**src/rtl/iosh_pkg.sv**
```systemverilog
/*
 package for the station i/o strobe and handshake control block:
 packet fields, register map, strobe timing and shared carriers.
 assumes a single 200 mhz clock domain.
*/
package iosh_pkg;

	localparam int IOSH_W = 16;
	localparam int IOSH_AW = 8;

	// command values that ask for an input sample
	localparam logic [3:0] IOSH_CMD_BASIC_A = 4'h0;
	localparam logic [3:0] IOSH_CMD_BASIC_B = 4'h8;

	// strobe length in cycles and the cycle whose closing edge is the midpoint
	localparam logic [7:0] IOSH_STB_CYC = 8'h02;
	localparam logic [7:0] IOSH_STB_MID = 8'h00;
	localparam logic [7:0] IOSH_CNT_ONE = 8'h01;
	localparam logic [15:0] IOSH_ALL_ONES = 16'hffff;
	localparam logic [15:0] IOSH_CNT_INC = 16'h0001;

	// register byte offsets
	localparam logic [7:0] IOSH_REG_CTRL = 8'h00;
	localparam logic [7:0] IOSH_REG_STATUS = 8'h04;
	localparam logic [7:0] IOSH_REG_OUT = 8'h08;
	localparam logic [7:0] IOSH_REG_SAMPLE = 8'h0c;
	localparam logic [7:0] IOSH_REG_UPD_CNT = 8'h10;
	localparam logic [7:0] IOSH_REG_SMP_CNT = 8'h14;
	localparam logic [7:0] IOSH_REG_SKIP_CNT = 8'h18;

	// control and status field positions
	localparam int IOSH_CTRL_SOFT_CLR = 0;
	localparam int IOSH_ST_BUSY = 0;
	localparam int IOSH_ST_FORCED = 1;

	localparam logic [1:0] IOSH_RESP_OKAY = 2'h0;
	localparam logic [1:0] IOSH_RESP_SLVERR = 2'h2;

	// one decoded command packet from the packet receiver
	typedef struct packed {
		logic valid;
		logic [5:0] addr;
		logic [3:0] code;
		logic [15:0] data;
		logic prev_ok;
	} iosh_cmd_s;

	// one register write from the bus slave
	typedef struct packed {
		logic en;
		logic [7:0] addr;
		logic [31:0] data;
		logic [3:0] strb;
	} iosh_wreq_s;

	typedef enum logic [1:0] {
		IOSH_SEQ_IDLE,
		IOSH_SEQ_FIRST,
		IOSH_SEQ_SECOND
	} iosh_seq_e;

endpackage

```
**src/rtl/iosh_strobe_gen.sv**
```systemverilog
/*
 fixed length strobe pulse generator with start, midpoint and last markers.
 assumes start is only raised while the generator is idle.
*/
`timescale 1ns/1ps
module iosh_strobe_gen import iosh_pkg::*; (
	input wire logic aclk,
	input wire logic aresetn,
	input wire logic start,
	output logic strobe,
	output logic mid,
	output logic done
);

	typedef struct packed {
		logic active;
		logic [7:0] cnt;
	} iosh_stb_s;

	iosh_stb_s st_q, st_d;

	// count the high cycles of the pulse
	always_comb begin
		st_d = st_q;
		if (st_q.active) begin
			st_d.cnt = st_q.cnt + IOSH_CNT_ONE;
			if (st_q.cnt == IOSH_STB_CYC - IOSH_CNT_ONE) begin
				st_d.active = 1'b0;
			end
		end else if (start) begin
			st_d.active = 1'b1;
			st_d.cnt = '0;
		end
		if (!aresetn) begin
			st_d = '0;
		end
	end

	always_ff @(posedge aclk) begin
		st_q <= st_d;
	end

	// markers are decoded, the strobe itself is a flop
	assign strobe = st_q.active;
	assign mid = st_q.active && (st_q.cnt == IOSH_STB_MID);
	assign done = st_q.active && (st_q.cnt == IOSH_STB_CYC - IOSH_CNT_ONE);

endmodule

```
**src/rtl/iosh_axil_slave.sv**
```systemverilog
/*
 axi4-lite slave front end: takes address and data in either order,
 hands one write or one read to the register file, answers in order.
 assumes the register file decodes reads combinationally.
*/
`timescale 1ns/1ps
module iosh_axil_slave import iosh_pkg::*; (
	input wire logic aclk,
	input wire logic aresetn,
	input wire logic [7:0] s_axil_awaddr,
	input wire logic s_axil_awvalid,
	output logic s_axil_awready,
	input wire logic [31:0] s_axil_wdata,
	input wire logic [3:0] s_axil_wstrb,
	input wire logic s_axil_wvalid,
	output logic s_axil_wready,
	output logic [1:0] s_axil_bresp,
	output logic s_axil_bvalid,
	input wire logic s_axil_bready,
	input wire logic [7:0] s_axil_araddr,
	input wire logic s_axil_arvalid,
	output logic s_axil_arready,
	output logic [31:0] s_axil_rdata,
	output logic [1:0] s_axil_rresp,
	output logic s_axil_rvalid,
	input wire logic s_axil_rready,
	output iosh_wreq_s wreq,
	input wire logic wr_err,
	output logic [7:0] rd_addr,
	input wire logic [31:0] rd_data,
	input wire logic rd_err
);

	typedef struct packed {
		logic aw_got;
		logic w_got;
		logic [7:0] awaddr;
		logic [31:0] wdata;
		logic [3:0] wstrb;
		logic bvalid;
		logic [1:0] bresp;
		logic rvalid;
		logic [31:0] rdata;
		logic [1:0] rresp;
	} iosh_axi_s;

	iosh_axi_s st_q, st_d;

	// handshake readies are combinational from the state
	assign s_axil_awready = !st_q.aw_got && !st_q.bvalid;
	assign s_axil_wready = !st_q.w_got && !st_q.bvalid;
	assign s_axil_arready = !st_q.rvalid;
	assign rd_addr = s_axil_araddr;
	// one driver for the whole carrier, so no tool sees a split variable
	assign wreq = '{en: st_q.aw_got && st_q.w_got && !st_q.bvalid, addr: st_q.awaddr,
		data: st_q.wdata, strb: st_q.wstrb};

	// collect the write halves, then answer; reads answer one cycle later
	always_comb begin
		st_d = st_q;
		if (s_axil_awvalid && s_axil_awready) begin
			st_d.aw_got = 1'b1;
			st_d.awaddr = s_axil_awaddr;
		end
		if (s_axil_wvalid && s_axil_wready) begin
			st_d.w_got = 1'b1;
			st_d.wdata = s_axil_wdata;
			st_d.wstrb = s_axil_wstrb;
		end
		if (wreq.en) begin
			st_d.aw_got = 1'b0;
			st_d.w_got = 1'b0;
			st_d.bvalid = 1'b1;
			st_d.bresp = wr_err ? IOSH_RESP_SLVERR : IOSH_RESP_OKAY;
		end
		if (st_q.bvalid && s_axil_bready) begin
			st_d.bvalid = 1'b0;
		end
		if (s_axil_arvalid && s_axil_arready) begin
			st_d.rvalid = 1'b1;
			st_d.rdata = rd_data;
			st_d.rresp = rd_err ? IOSH_RESP_SLVERR : IOSH_RESP_OKAY;
		end else if (st_q.rvalid && s_axil_rready) begin
			st_d.rvalid = 1'b0;
		end
		if (!aresetn) begin
			st_d = '0;
		end
	end

	always_ff @(posedge aclk) begin
		st_q <= st_d;
	end

	assign s_axil_bvalid = st_q.bvalid;
	assign s_axil_bresp = st_q.bresp;
	assign s_axil_rvalid = st_q.rvalid;
	assign s_axil_rdata = st_q.rdata;
	assign s_axil_rresp = st_q.rresp;

endmodule

```
**src/rtl/iosh_io_strobe_ctrl.sv**
```systemverilog
/*
 station side control of the sixteen parallel outputs and inputs:
 output update and input sample strobes, their order, the response
 handshake, the forced clear, and a small axi4-lite register file.
 assumes the packet receiver delivers one decoded command per pulse
 and takes the response word on its valid pulse.
*/
// Added by the designer: register access over AXI4-Lite and the register addresses.
`timescale 1ns/1ps
module iosh_io_strobe_ctrl import iosh_pkg::*; (
	input wire logic aclk,
	input wire logic aresetn,
	input iosh_cmd_s cmd,
	input wire logic [5:0] station_number_pins,
	input wire logic force_outputs_low_input,
	input wire logic strobe_order_select,
	input wire logic handshake_select,
	input wire logic [15:0] input_pins,
	output logic [15:0] output_pins,
	output logic output_update_strobe,
	output logic input_sample_strobe,
	output logic [15:0] response_word,
	output logic response_fresh,
	output logic response_valid,
	output logic cmd_busy,
	input wire logic [7:0] s_axil_awaddr,
	input wire logic s_axil_awvalid,
	output logic s_axil_awready,
	input wire logic [31:0] s_axil_wdata,
	input wire logic [3:0] s_axil_wstrb,
	input wire logic s_axil_wvalid,
	output logic s_axil_wready,
	output logic [1:0] s_axil_bresp,
	output logic s_axil_bvalid,
	input wire logic s_axil_bready,
	input wire logic [7:0] s_axil_araddr,
	input wire logic s_axil_arvalid,
	output logic s_axil_arready,
	output logic [31:0] s_axil_rdata,
	output logic [1:0] s_axil_rresp,
	output logic s_axil_rvalid,
	input wire logic s_axil_rready
);

	typedef struct packed {
		iosh_seq_e seq;
		logic first_is_in;
		logic do_in;
		logic [15:0] pend_data;
		logic [15:0] out_word;
		logic [15:0] sample;
		logic fresh;
		logic [15:0] resp_word;
		logic resp_fresh;
		logic resp_valid;
		logic rst_seen;
		logic soft_clear;
		logic [15:0] upd_cnt;
		logic [15:0] smp_cnt;
		logic [15:0] skip_cnt;
	} iosh_ctl_s;

	iosh_ctl_s st_q, st_d;

	iosh_wreq_s wreq;
	logic wr_err;
	logic [7:0] rd_addr;
	logic [31:0] rd_data;
	logic rd_err;

	logic out_start;
	logic in_start;
	logic out_mid;
	logic out_done;
	logic in_mid;
	logic in_done;
	logic force_low;
	logic hit;
	logic basic;
	logic take_in;
	logic phase_in;
	logic phase_done;

	// register bus front end
	iosh_axil_slave u_bus (
		.aclk(aclk),
		.aresetn(aresetn),
		.s_axil_awaddr(s_axil_awaddr),
		.s_axil_awvalid(s_axil_awvalid),
		.s_axil_awready(s_axil_awready),
		.s_axil_wdata(s_axil_wdata),
		.s_axil_wstrb(s_axil_wstrb),
		.s_axil_wvalid(s_axil_wvalid),
		.s_axil_wready(s_axil_wready),
		.s_axil_bresp(s_axil_bresp),
		.s_axil_bvalid(s_axil_bvalid),
		.s_axil_bready(s_axil_bready),
		.s_axil_araddr(s_axil_araddr),
		.s_axil_arvalid(s_axil_arvalid),
		.s_axil_arready(s_axil_arready),
		.s_axil_rdata(s_axil_rdata),
		.s_axil_rresp(s_axil_rresp),
		.s_axil_rvalid(s_axil_rvalid),
		.s_axil_rready(s_axil_rready),
		.wreq(wreq),
		.wr_err(wr_err),
		.rd_addr(rd_addr),
		.rd_data(rd_data),
		.rd_err(rd_err)
	);

	// output update strobe, two cycles high
	iosh_strobe_gen u_out_stb (
		.aclk(aclk),
		.aresetn(aresetn),
		.start(out_start),
		.strobe(output_update_strobe),
		.mid(out_mid),
		.done(out_done)
	);

	// input sample strobe, two cycles high
	iosh_strobe_gen u_in_stb (
		.aclk(aclk),
		.aresetn(aresetn),
		.start(in_start),
		.strobe(input_sample_strobe),
		.mid(in_mid),
		.done(in_done)
	);

	// clear is a raw level, so even a one-cycle glitch forces the pins
	assign force_low = force_outputs_low_input || st_q.soft_clear;

	// packet qualification; a sequence in flight refuses new packets
	assign hit = cmd.valid && (cmd.addr == station_number_pins) && !st_q.rst_seen;
	assign basic = (cmd.code == IOSH_CMD_BASIC_A) || (cmd.code == IOSH_CMD_BASIC_B);
	// confirmation only matters with the handshake pin low
	assign take_in = basic && (handshake_select || cmd.prev_ok);

	// which strobe is running in the current phase
	always_comb begin
		phase_in = 1'b0;
		case (st_q.seq)
			IOSH_SEQ_FIRST: begin
				phase_in = st_q.first_is_in;
			end
			IOSH_SEQ_SECOND: begin
				phase_in = !st_q.first_is_in;
			end
			default: begin
				phase_in = 1'b0;
			end
		endcase
	end

	assign phase_done = phase_in ? in_done : out_done;

	// strobe starts come straight from the sequencer
	always_comb begin
		out_start = 1'b0;
		in_start = 1'b0;
		case (st_q.seq)
			IOSH_SEQ_IDLE: begin
				if (hit && aresetn) begin
					// order pin low puts sampling first
					if (!strobe_order_select && take_in) begin
						in_start = 1'b1;
					end else begin
						out_start = 1'b1;
					end
				end
			end
			IOSH_SEQ_FIRST: begin
				if (phase_done && st_q.do_in && aresetn) begin
					if (st_q.first_is_in) begin
						out_start = 1'b1;
					end else begin
						in_start = 1'b1;
					end
				end
			end
			default: begin
				out_start = 1'b0;
				in_start = 1'b0;
			end
		endcase
	end

	// sequencer, output word, sample word and counters
	always_comb begin
		st_d = st_q;
		st_d.resp_valid = 1'b0;
		case (st_q.seq)
			IOSH_SEQ_IDLE: begin
				if (hit) begin
					st_d.seq = IOSH_SEQ_FIRST;
					st_d.pend_data = cmd.data;
					st_d.do_in = take_in;
					st_d.first_is_in = !strobe_order_select && take_in;
					st_d.fresh = 1'b0;
					if (basic && !take_in) begin
						// unconfirmed response: keep the old sample for resending
						st_d.skip_cnt = st_q.skip_cnt + IOSH_CNT_INC;
					end
				end
			end
			IOSH_SEQ_FIRST: begin
				if (phase_done) begin
					st_d.seq = st_q.do_in ? IOSH_SEQ_SECOND : IOSH_SEQ_IDLE;
				end
			end
			IOSH_SEQ_SECOND: begin
				if (phase_done) begin
					st_d.seq = IOSH_SEQ_IDLE;
				end
			end
			default: begin
				st_d.seq = IOSH_SEQ_IDLE;
			end
		endcase

		// sequence end hands the sample word to the response
		if ((st_q.seq != IOSH_SEQ_IDLE) && (st_d.seq == IOSH_SEQ_IDLE)) begin
			st_d.resp_valid = 1'b1;
			st_d.resp_word = st_d.sample;
			st_d.resp_fresh = st_d.fresh;
		end

		// input captured on the edge where the sample strobe rises
		if (in_start) begin
			st_d.sample = force_low ? IOSH_ALL_ONES : input_pins;
			st_d.fresh = 1'b1;
			st_d.smp_cnt = st_q.smp_cnt + IOSH_CNT_INC;
		end

		// new word lands on the midpoint edge, even if unchanged
		if (out_mid) begin
			st_d.out_word = st_q.pend_data;
			st_d.upd_cnt = st_q.upd_cnt + IOSH_CNT_INC;
		end

		// clear throws the held word away and beats any update
		if (force_low) begin
			st_d.out_word = '0;
		end

		// software control register
		if (wreq.en && (wreq.addr == IOSH_REG_CTRL) && wreq.strb[0]) begin
			st_d.soft_clear = wreq.data[IOSH_CTRL_SOFT_CLR];
		end

		// reset holds the pins, the first cycle after release drops them
		if (st_q.rst_seen) begin
			st_d.out_word = '0;
			st_d.rst_seen = 1'b0;
		end
		if (!aresetn) begin
			st_d = '0;
			st_d.out_word = st_q.out_word;
			st_d.rst_seen = 1'b1;
		end
	end

	// only synchronous reset, so holding a field through reset is legal
	always_ff @(posedge aclk) begin
		st_q <= st_d;
	end

	// output pins mask the held word with the raw clear level
	assign output_pins = force_low ? '0 : st_q.out_word;
	assign response_word = st_q.resp_word;
	assign response_fresh = st_q.resp_fresh;
	assign response_valid = st_q.resp_valid;
	assign cmd_busy = (st_q.seq != IOSH_SEQ_IDLE) || st_q.rst_seen;

	// only the control register takes writes
	assign wr_err = wreq.addr != IOSH_REG_CTRL;

	// read decode; unmapped offsets answer slverr with zero data
	always_comb begin
		rd_data = '0;
		rd_err = 1'b0;
		case (rd_addr)
			IOSH_REG_CTRL: begin
				rd_data[IOSH_CTRL_SOFT_CLR] = st_q.soft_clear;
			end
			IOSH_REG_STATUS: begin
				rd_data[IOSH_ST_BUSY] = cmd_busy;
				rd_data[IOSH_ST_FORCED] = force_low;
			end
			IOSH_REG_OUT: begin
				rd_data[IOSH_W-1:0] = output_pins;
			end
			IOSH_REG_SAMPLE: begin
				rd_data[IOSH_W-1:0] = st_q.sample;
			end
			IOSH_REG_UPD_CNT: begin
				rd_data[IOSH_W-1:0] = st_q.upd_cnt;
			end
			IOSH_REG_SMP_CNT: begin
				rd_data[IOSH_W-1:0] = st_q.smp_cnt;
			end
			IOSH_REG_SKIP_CNT: begin
				rd_data[IOSH_W-1:0] = st_q.skip_cnt;
			end
			default: begin
				rd_err = 1'b1;
			end
		endcase
	end

endmodule

```
**config.mk**
```make
export PLATFORM = sky130hd
export DESIGN_NAME = iosh_io_strobe_ctrl
export DESIGN_NICKNAME = d
export VERILOG_FILES = /design/src/rtl/iosh_pkg.sv /design/src/rtl/iosh_strobe_gen.sv /design/src/rtl/iosh_axil_slave.sv /design/src/rtl/iosh_io_strobe_ctrl.sv
export SDC_FILE = /design/constraint.sdc
export NUM_CORES = 1
export LEC_CHECK = 0
export BUFFER_PORTS_ARGS = -buffer_cell sky130_fd_sc_hd__clkbuf_2
export CAP_MARGIN = 40
export CORE_MARGIN = 8
export CORE_UTILIZATION = 54
export CTS_CLUSTER_DIAMETER = 50
export DETAILED_ROUTE_END_ITERATION = 7
export PLACE_DENSITY = 0.83
export SETUP_SLACK_MARGIN = 0.05
export SYNTH_ARGS = -nofsm -noshare
export SYNTH_HDL_FRONTEND = slang
export SYNTH_SLANG_ARGS = --single-unit
```
**constraint.sdc**
```tcl
create_clock -name aclk -period 3 [get_ports aclk]
set_input_delay 0.6 -clock aclk [delete_from_list [all_inputs] [get_ports aclk]]
set_output_delay 0.6 -clock aclk [all_outputs]
set_load 0.02 [all_outputs]
```
### Word level (Yosys, flattened, before mapping)

Index checks and enable logic that the tools add are counted.
Widths: inputs -> output; s select.

* input bits: 112
* word-level logic and storage cells: 145
* latch bits: 0
* register bits after elaboration: 173
* output and inout port bits: 78
* bits in writable memories: 0
* memories kept: 0
* bits in read-only memories: 0

* shift-type cells: 0
* muxes and demuxes: 44
* bitwise operators: 1
* reductions and logical operators: 54
* equality and inequality tests: 12
* multiply operators: 0
* $lt $le $gt $ge: 0
* add/subtract/negate cells: 5
* div/mod/pow operators: 0

Operators by type and width (number)
* $mux 16: 8
* $pmux 14 s5: 1
* $mux 50: 1
* $add 16x1->16 const B: 3
* $mux 9: 4
* $eq 8x5->1 const B: 3
* $logic_not 8->1: 3
* $logic_and 1x1->1: 23
* $mux 20: 1
* $mux 1: 18
* $add 8x1->8 const B: 2
* $eq 8x1->1 const B: 2
* $eq 8x4->1 const B: 2
* $mux 2: 5
* $eq 8x3->1 const B: 1
* $logic_not 1->1: 8
* $reduce_bool 2->1: 4
* $reduce_bool 8->1: 1
* $pmux 1 s7: 1
* $reduce_or 7->1: 1
* $eq 6x6->1: 1
* $pmux 1 s2: 3
* $pmux 1 s6: 1
* $pmux 2 s3: 1
* other kinds (11): 18

### Depth between registers and ports, before layout

* word-level depth: 9
* mapped depth: 10
* depth with buffers taken out: 7

### By module

From an unflattened synthesis, not the netlist that was laid out.

* cell total of the unflattened synthesis: 1284
* area total of the unflattened synthesis: 10631.4 um2

Modules (own cells, without submodules)
* iosh_io_strobe_ctrl: cells each 711, seq. area each 2582.5 um2, times used 1, area each 5870.6 um2
* iosh_axil_slave: cells each 455, seq. area each 1641.6 um2, times used 1, area each 3727.3 um2
* iosh_strobe_gen: cells each 59, seq. area each 180.2 um2, times used 2, area each 516.7 um2

### Worst setup path before layout

OpenSTA, ideal clock, no wires.

* path type: in2reg
* from: input aresetn
* to: register st_q[100] in the netlist's numbering (enable)
* required time: 2.606 ns
* setup time: 0.394 ns
* stages: 5
* setup slack: 0.251 ns
* arrival: 2.355 ns
* path buffers: 3
* cells stage by stage: clkbuf_1 clkinv_1 clkbuf_1 clkbuf_1 a21oi_1

* word-level cells in the longest chain between the ends: 1

Ends and longest elaborated chain
* start: declaration: line iosh_io_strobe_ctrl.sv:12 `input wire logic aresetn,`
* $reduce_and 2->1 (no source line)
* end signal: assignment: line iosh_io_strobe_ctrl.sv:267 `st_q <= st_d;`
* end: declaration: line iosh_io_strobe_ctrl.sv:63 `iosh_ctl_s st_q, st_d;`

No other way between the ends.
A chain may end at the register's enable or synchronous reset.

### Worst setup path in the final report

* from: register st_q[119] in the netlist's numbering
* to: register st_q[73] in the netlist's numbering

* word-level cells in the longest chain between the ends: 7
* elaborated cells on any way between the ends: 9
* classes of those cells: eq/ne: 2; mux: 4; reduce/logical: 3

Ends and longest elaborated chain
* $eq 2x2->1 / $eq 2x1->1 (equally long branches): line iosh_io_strobe_ctrl.sv:144, iosh_io_strobe_ctrl.sv:163
* $pmux 1 s2: line iosh_io_strobe_ctrl.sv:144 `case (st_q.seq)`
* $mux 1: line iosh_io_strobe_ctrl.sv:157 `assign phase_done = phase_in ? in_done : out_done;`
* $logic_and 1x1->1 (2 in a row): line iosh_io_strobe_ctrl.sv:175 `if (phase_done && st_q.do_in && aresetn) begin`
* $mux 1: line iosh_io_strobe_ctrl.sv:175
* $pmux 1 s2 (*): line iosh_io_strobe_ctrl.sv:163 `case (st_q.seq)`

Mark *: on every way between the ends. The rest lies on a longest branch, timed or not.

==> results.toml <==
[synthesis]
synth_async_reset_ratio = 0
postSynthRegisterBits = 171
syn_area_sq_um = 8270
area_leader_netlist = "sky130_fd_sc_hd__dfxtp_1"
ys_dominant_reg_cell = "sky130_fd_sc_hd__dfxtp_1"
netlist-cell-type-count = 62
synth-seq-area-share = 0.433
post_synth_inst_count = 976
synth_commonest_cells = "155 x sky130_fd_sc_hd__dfxtp_1, 125 x sky130_fd_sc_hd__nand2_1, 92 x sky130_fd_sc_hd__a21oi_1, 53 x sky130_fd_sc_hd__buf_4"
area_contributors_post_synth = "sky130_fd_sc_hd__dfxtp_1 38%, sky130_fd_sc_hd__edfxtp_1 5.8%, sky130_fd_sc_hd__nand2_1 5.7%"
synth_top_area_frac = 0.375
synthMostInstantiatedCell = "sky130_fd_sc_hd__dfxtp_1"
post_synth.cell_area_avg_sq_um = 8.48
ys_warn_count = 0
synth-edff-count = 16

[global_routing]
pin_count_of_the_biggest_net_entering_global_routing = 56
globalRouteOverflowTotal = 0
grt_antenna_before_repair = 0
grt_first_pass_wirelength_um = 34800
grt_pass1_vias = 7041
grt_util_all_layers = 0.218

[timing]
clock-skew-final_ns = 0.00623
rsz0062_at_grt = "false"
fmax_ghz = 0.360
slew_violations = 0
fin_hold_ws_ns = 0.356
worst_pin_slew_ns = 0.706
tns_ns = 0
slew_headroom = 0.526
setup-violations-final = 0
final_hold_viol_count = 0
period_minus_slack_ns = 2.78
timing.final.crit_share = 0.926

[cts]
skew_pair_late_insertion_delay_ns = 0.43
clock-root-buffer = "sky130_fd_sc_hd__clkbuf_16"
cts_hold_repair.buffers = 0
tritoncts.num_buffers = 17
clock_tree.buffer_depth = 2
cts_tree = "yes"
cts.reportedPaths.clkPinSlew_ns = 0.07
cts_sinks = 171
htree_num_levels = 4

[route]
detailroute.via_count = 7296
wire_per_inst_um = 16.6
route.detailed.drc = 0
drt_iter0_markers = 623
detail_route.vias_per_cell = 5.75
drt_pass1_iterations = 5
routed_wl_um = 21100
drt.antenna.violating_nets = 0

[finish]
final_cell_count_no_fill = 1268
antennaDiodeCount = 0
layout-area-overhead-vs-synth_pct = 13.9
layout.nets = 1187
drive_above_1_share = 0.196

[worst_setup_path]
crit_path_max_incr_delay_ns = 0.62
worstSetupPathType = "reg2reg"
worstPathCellList = "or3_4, or4_4, buf_4, nor3_1, nor2_1, buf_4, o311a_1"
timing.critical_path.fanout_max = 12
critical_path_required_time_ns = 3.32
crit_path_buffers_inverters = 2
startpoint_type = "flip-flop"
worst_ep_arrival_time_ns = 3.10
cp_slowest_cell = "sky130_fd_sc_hd__or4_4"
critical_path_sink_type = "flip-flop"
path_common_cell = "sky130_fd_sc_hd__buf_4"
timing.critical_path.max_delay_family = "simple AND/OR/NAND/NOR gates"

[pwr]
share_clk_of_total_power = 0.438
static-leakage-power_nw = 3.57
p_seq_frac = 0.488
powerDensity_nw_per_um2 = 514
fin_total_pwr_mw = 4.85
intPower_mw = 3.62
ir_drop_uv = 415
comb_power_share = 0.074
p_sw_frac = 0.253
p_sw_mw = 1.23

[floorplanning]
placementRows = 45
fp.dieArea_sq_um = 19500
placeableCoreArea_sq_um = 15100
floorplan.initialDensity = 0.548
fp.dieH_um = 140
io_pins = 190
die_x_um = 140

[min_path]
min_path_type = "in2reg"

[place]
dpl.cell_count = 1236
io_buffers = 136
globalplace.congestion = 0.858
hpwl_um = 15500

[run_status]
run_status = "finished clean"

[flow_run]
max_cap_violations = 0
## placed cells by master (no fill, tap or decap), drive strengths merged, types with 7 or more instances in the layout
master,n
dfxtp,155
clkbuf,153
nand2,125
a21oi,92
o21ai,53
nor2,41
inv,39
and2,37
or3,32
buf,30
nand3,21
xnor2,20
nand4,19
nand2b,19
a211oi,19
conb,18
nor3,17
mux2i,16
o311a,16
edfxtp,16
a22oi,15
a31oi,15
nor4,9
nand3b,8
ha,8
or4,7
## stage by stage
stage / util / cell area, sq um / setup WS [ns]
6_report: 0.625 / 9430 / 0.221
5_1_grt: 0.625 / 9430 / 0.150
4_1_cts: 0.624 / 9420 / 0.187
3_5_place_dp: 0.587 / 8860 / 0.153
3_3_place_gp: 0.586 / 8840 / 0.224
2_1_floorplan: - / 8340 / 0.251
## worst paths after layout
kind                      start                   to  slack (ns)  cells after the start
setup reg to reg      st_q[119]             st_q[73]        0.22                      7
hold reg to reg       st_q[103]            st_q[103]        0.44                      2
hold / removal    s_axil_rready  u_bus.s_axil_rvalid        0.36                      2
setup / recovery      st_q[119]             st_q[73]        0.22                      7
## flip-flops by register name, summed over array words and instances, names as in the netlist, 2 cells and up
name and cells:
u_out_stb.st_q 8, st_q 103, u_bus.st_q 2, response_word 16, u_in_stb.st_q 8, u_bus.s_axil_rdata 16, u_bus.wreq 10
## cell families (layout without fill, tap and decap cells)
kind of cell,count (synthesis),count (layout),share of synthesized area
DFF,171,171,0.433
AOI/OAI and AO/OA,243,243,0.185
adders and majority gates,8,8,0.0121
xor gates and xnor gates,26,26,0.0275
buffers and inverters,144,231,0.0908
and+or+nand+nor,366,366,0.231
other,1,18,0.000453
muxes,17,17,0.0207
## repair_timing
| action | in CTS | in global routing |
|---|---|---|
| endpoints found under the hold margin | 0 | 0 |
| resized for setup | 0 | 1 |
| buffers inserted | 0 | 0 |
| setup endpoints to repair | 0 | 2 |
## layout make-up
class / instances / area, sq um
clock buffers: 17 / 425
clock inverters: 15 / 140
fillers: 1289 / 5660
inverters: 33 / 124
multi-input cells: 678 / 4010
flip-flops and latches: 171 / 3580
well taps: 188 / 235
repair buffers: 166 / 906
## power by group through the flow
stage	sequential (mW)	combinational (mW)	clock, mW
2_1_floorplan	2.41	0.256	0
3_3_place_gp	2.42	0.355	0
3_5_place_dp	2.42	0.359	0
4_1_cts	2.37	0.361	2.14
5_1_grt	2.37	0.395	2.24
6_report	2.37	0.361	2.12
## per-layer routing
metal | track usage | vias to the layer above | wire length, um
met5 | 0 | - | 0
met4 | 0.0920 | 0 | 559
met3 | 0.0578 | 50 | 1530
met2 | 0.352 | 271 | 10000
met1 | 0.269 | 3389 | 8990
li1 | - | 3586 | -
Note: power is estimated with default switching activity, not from simulation.
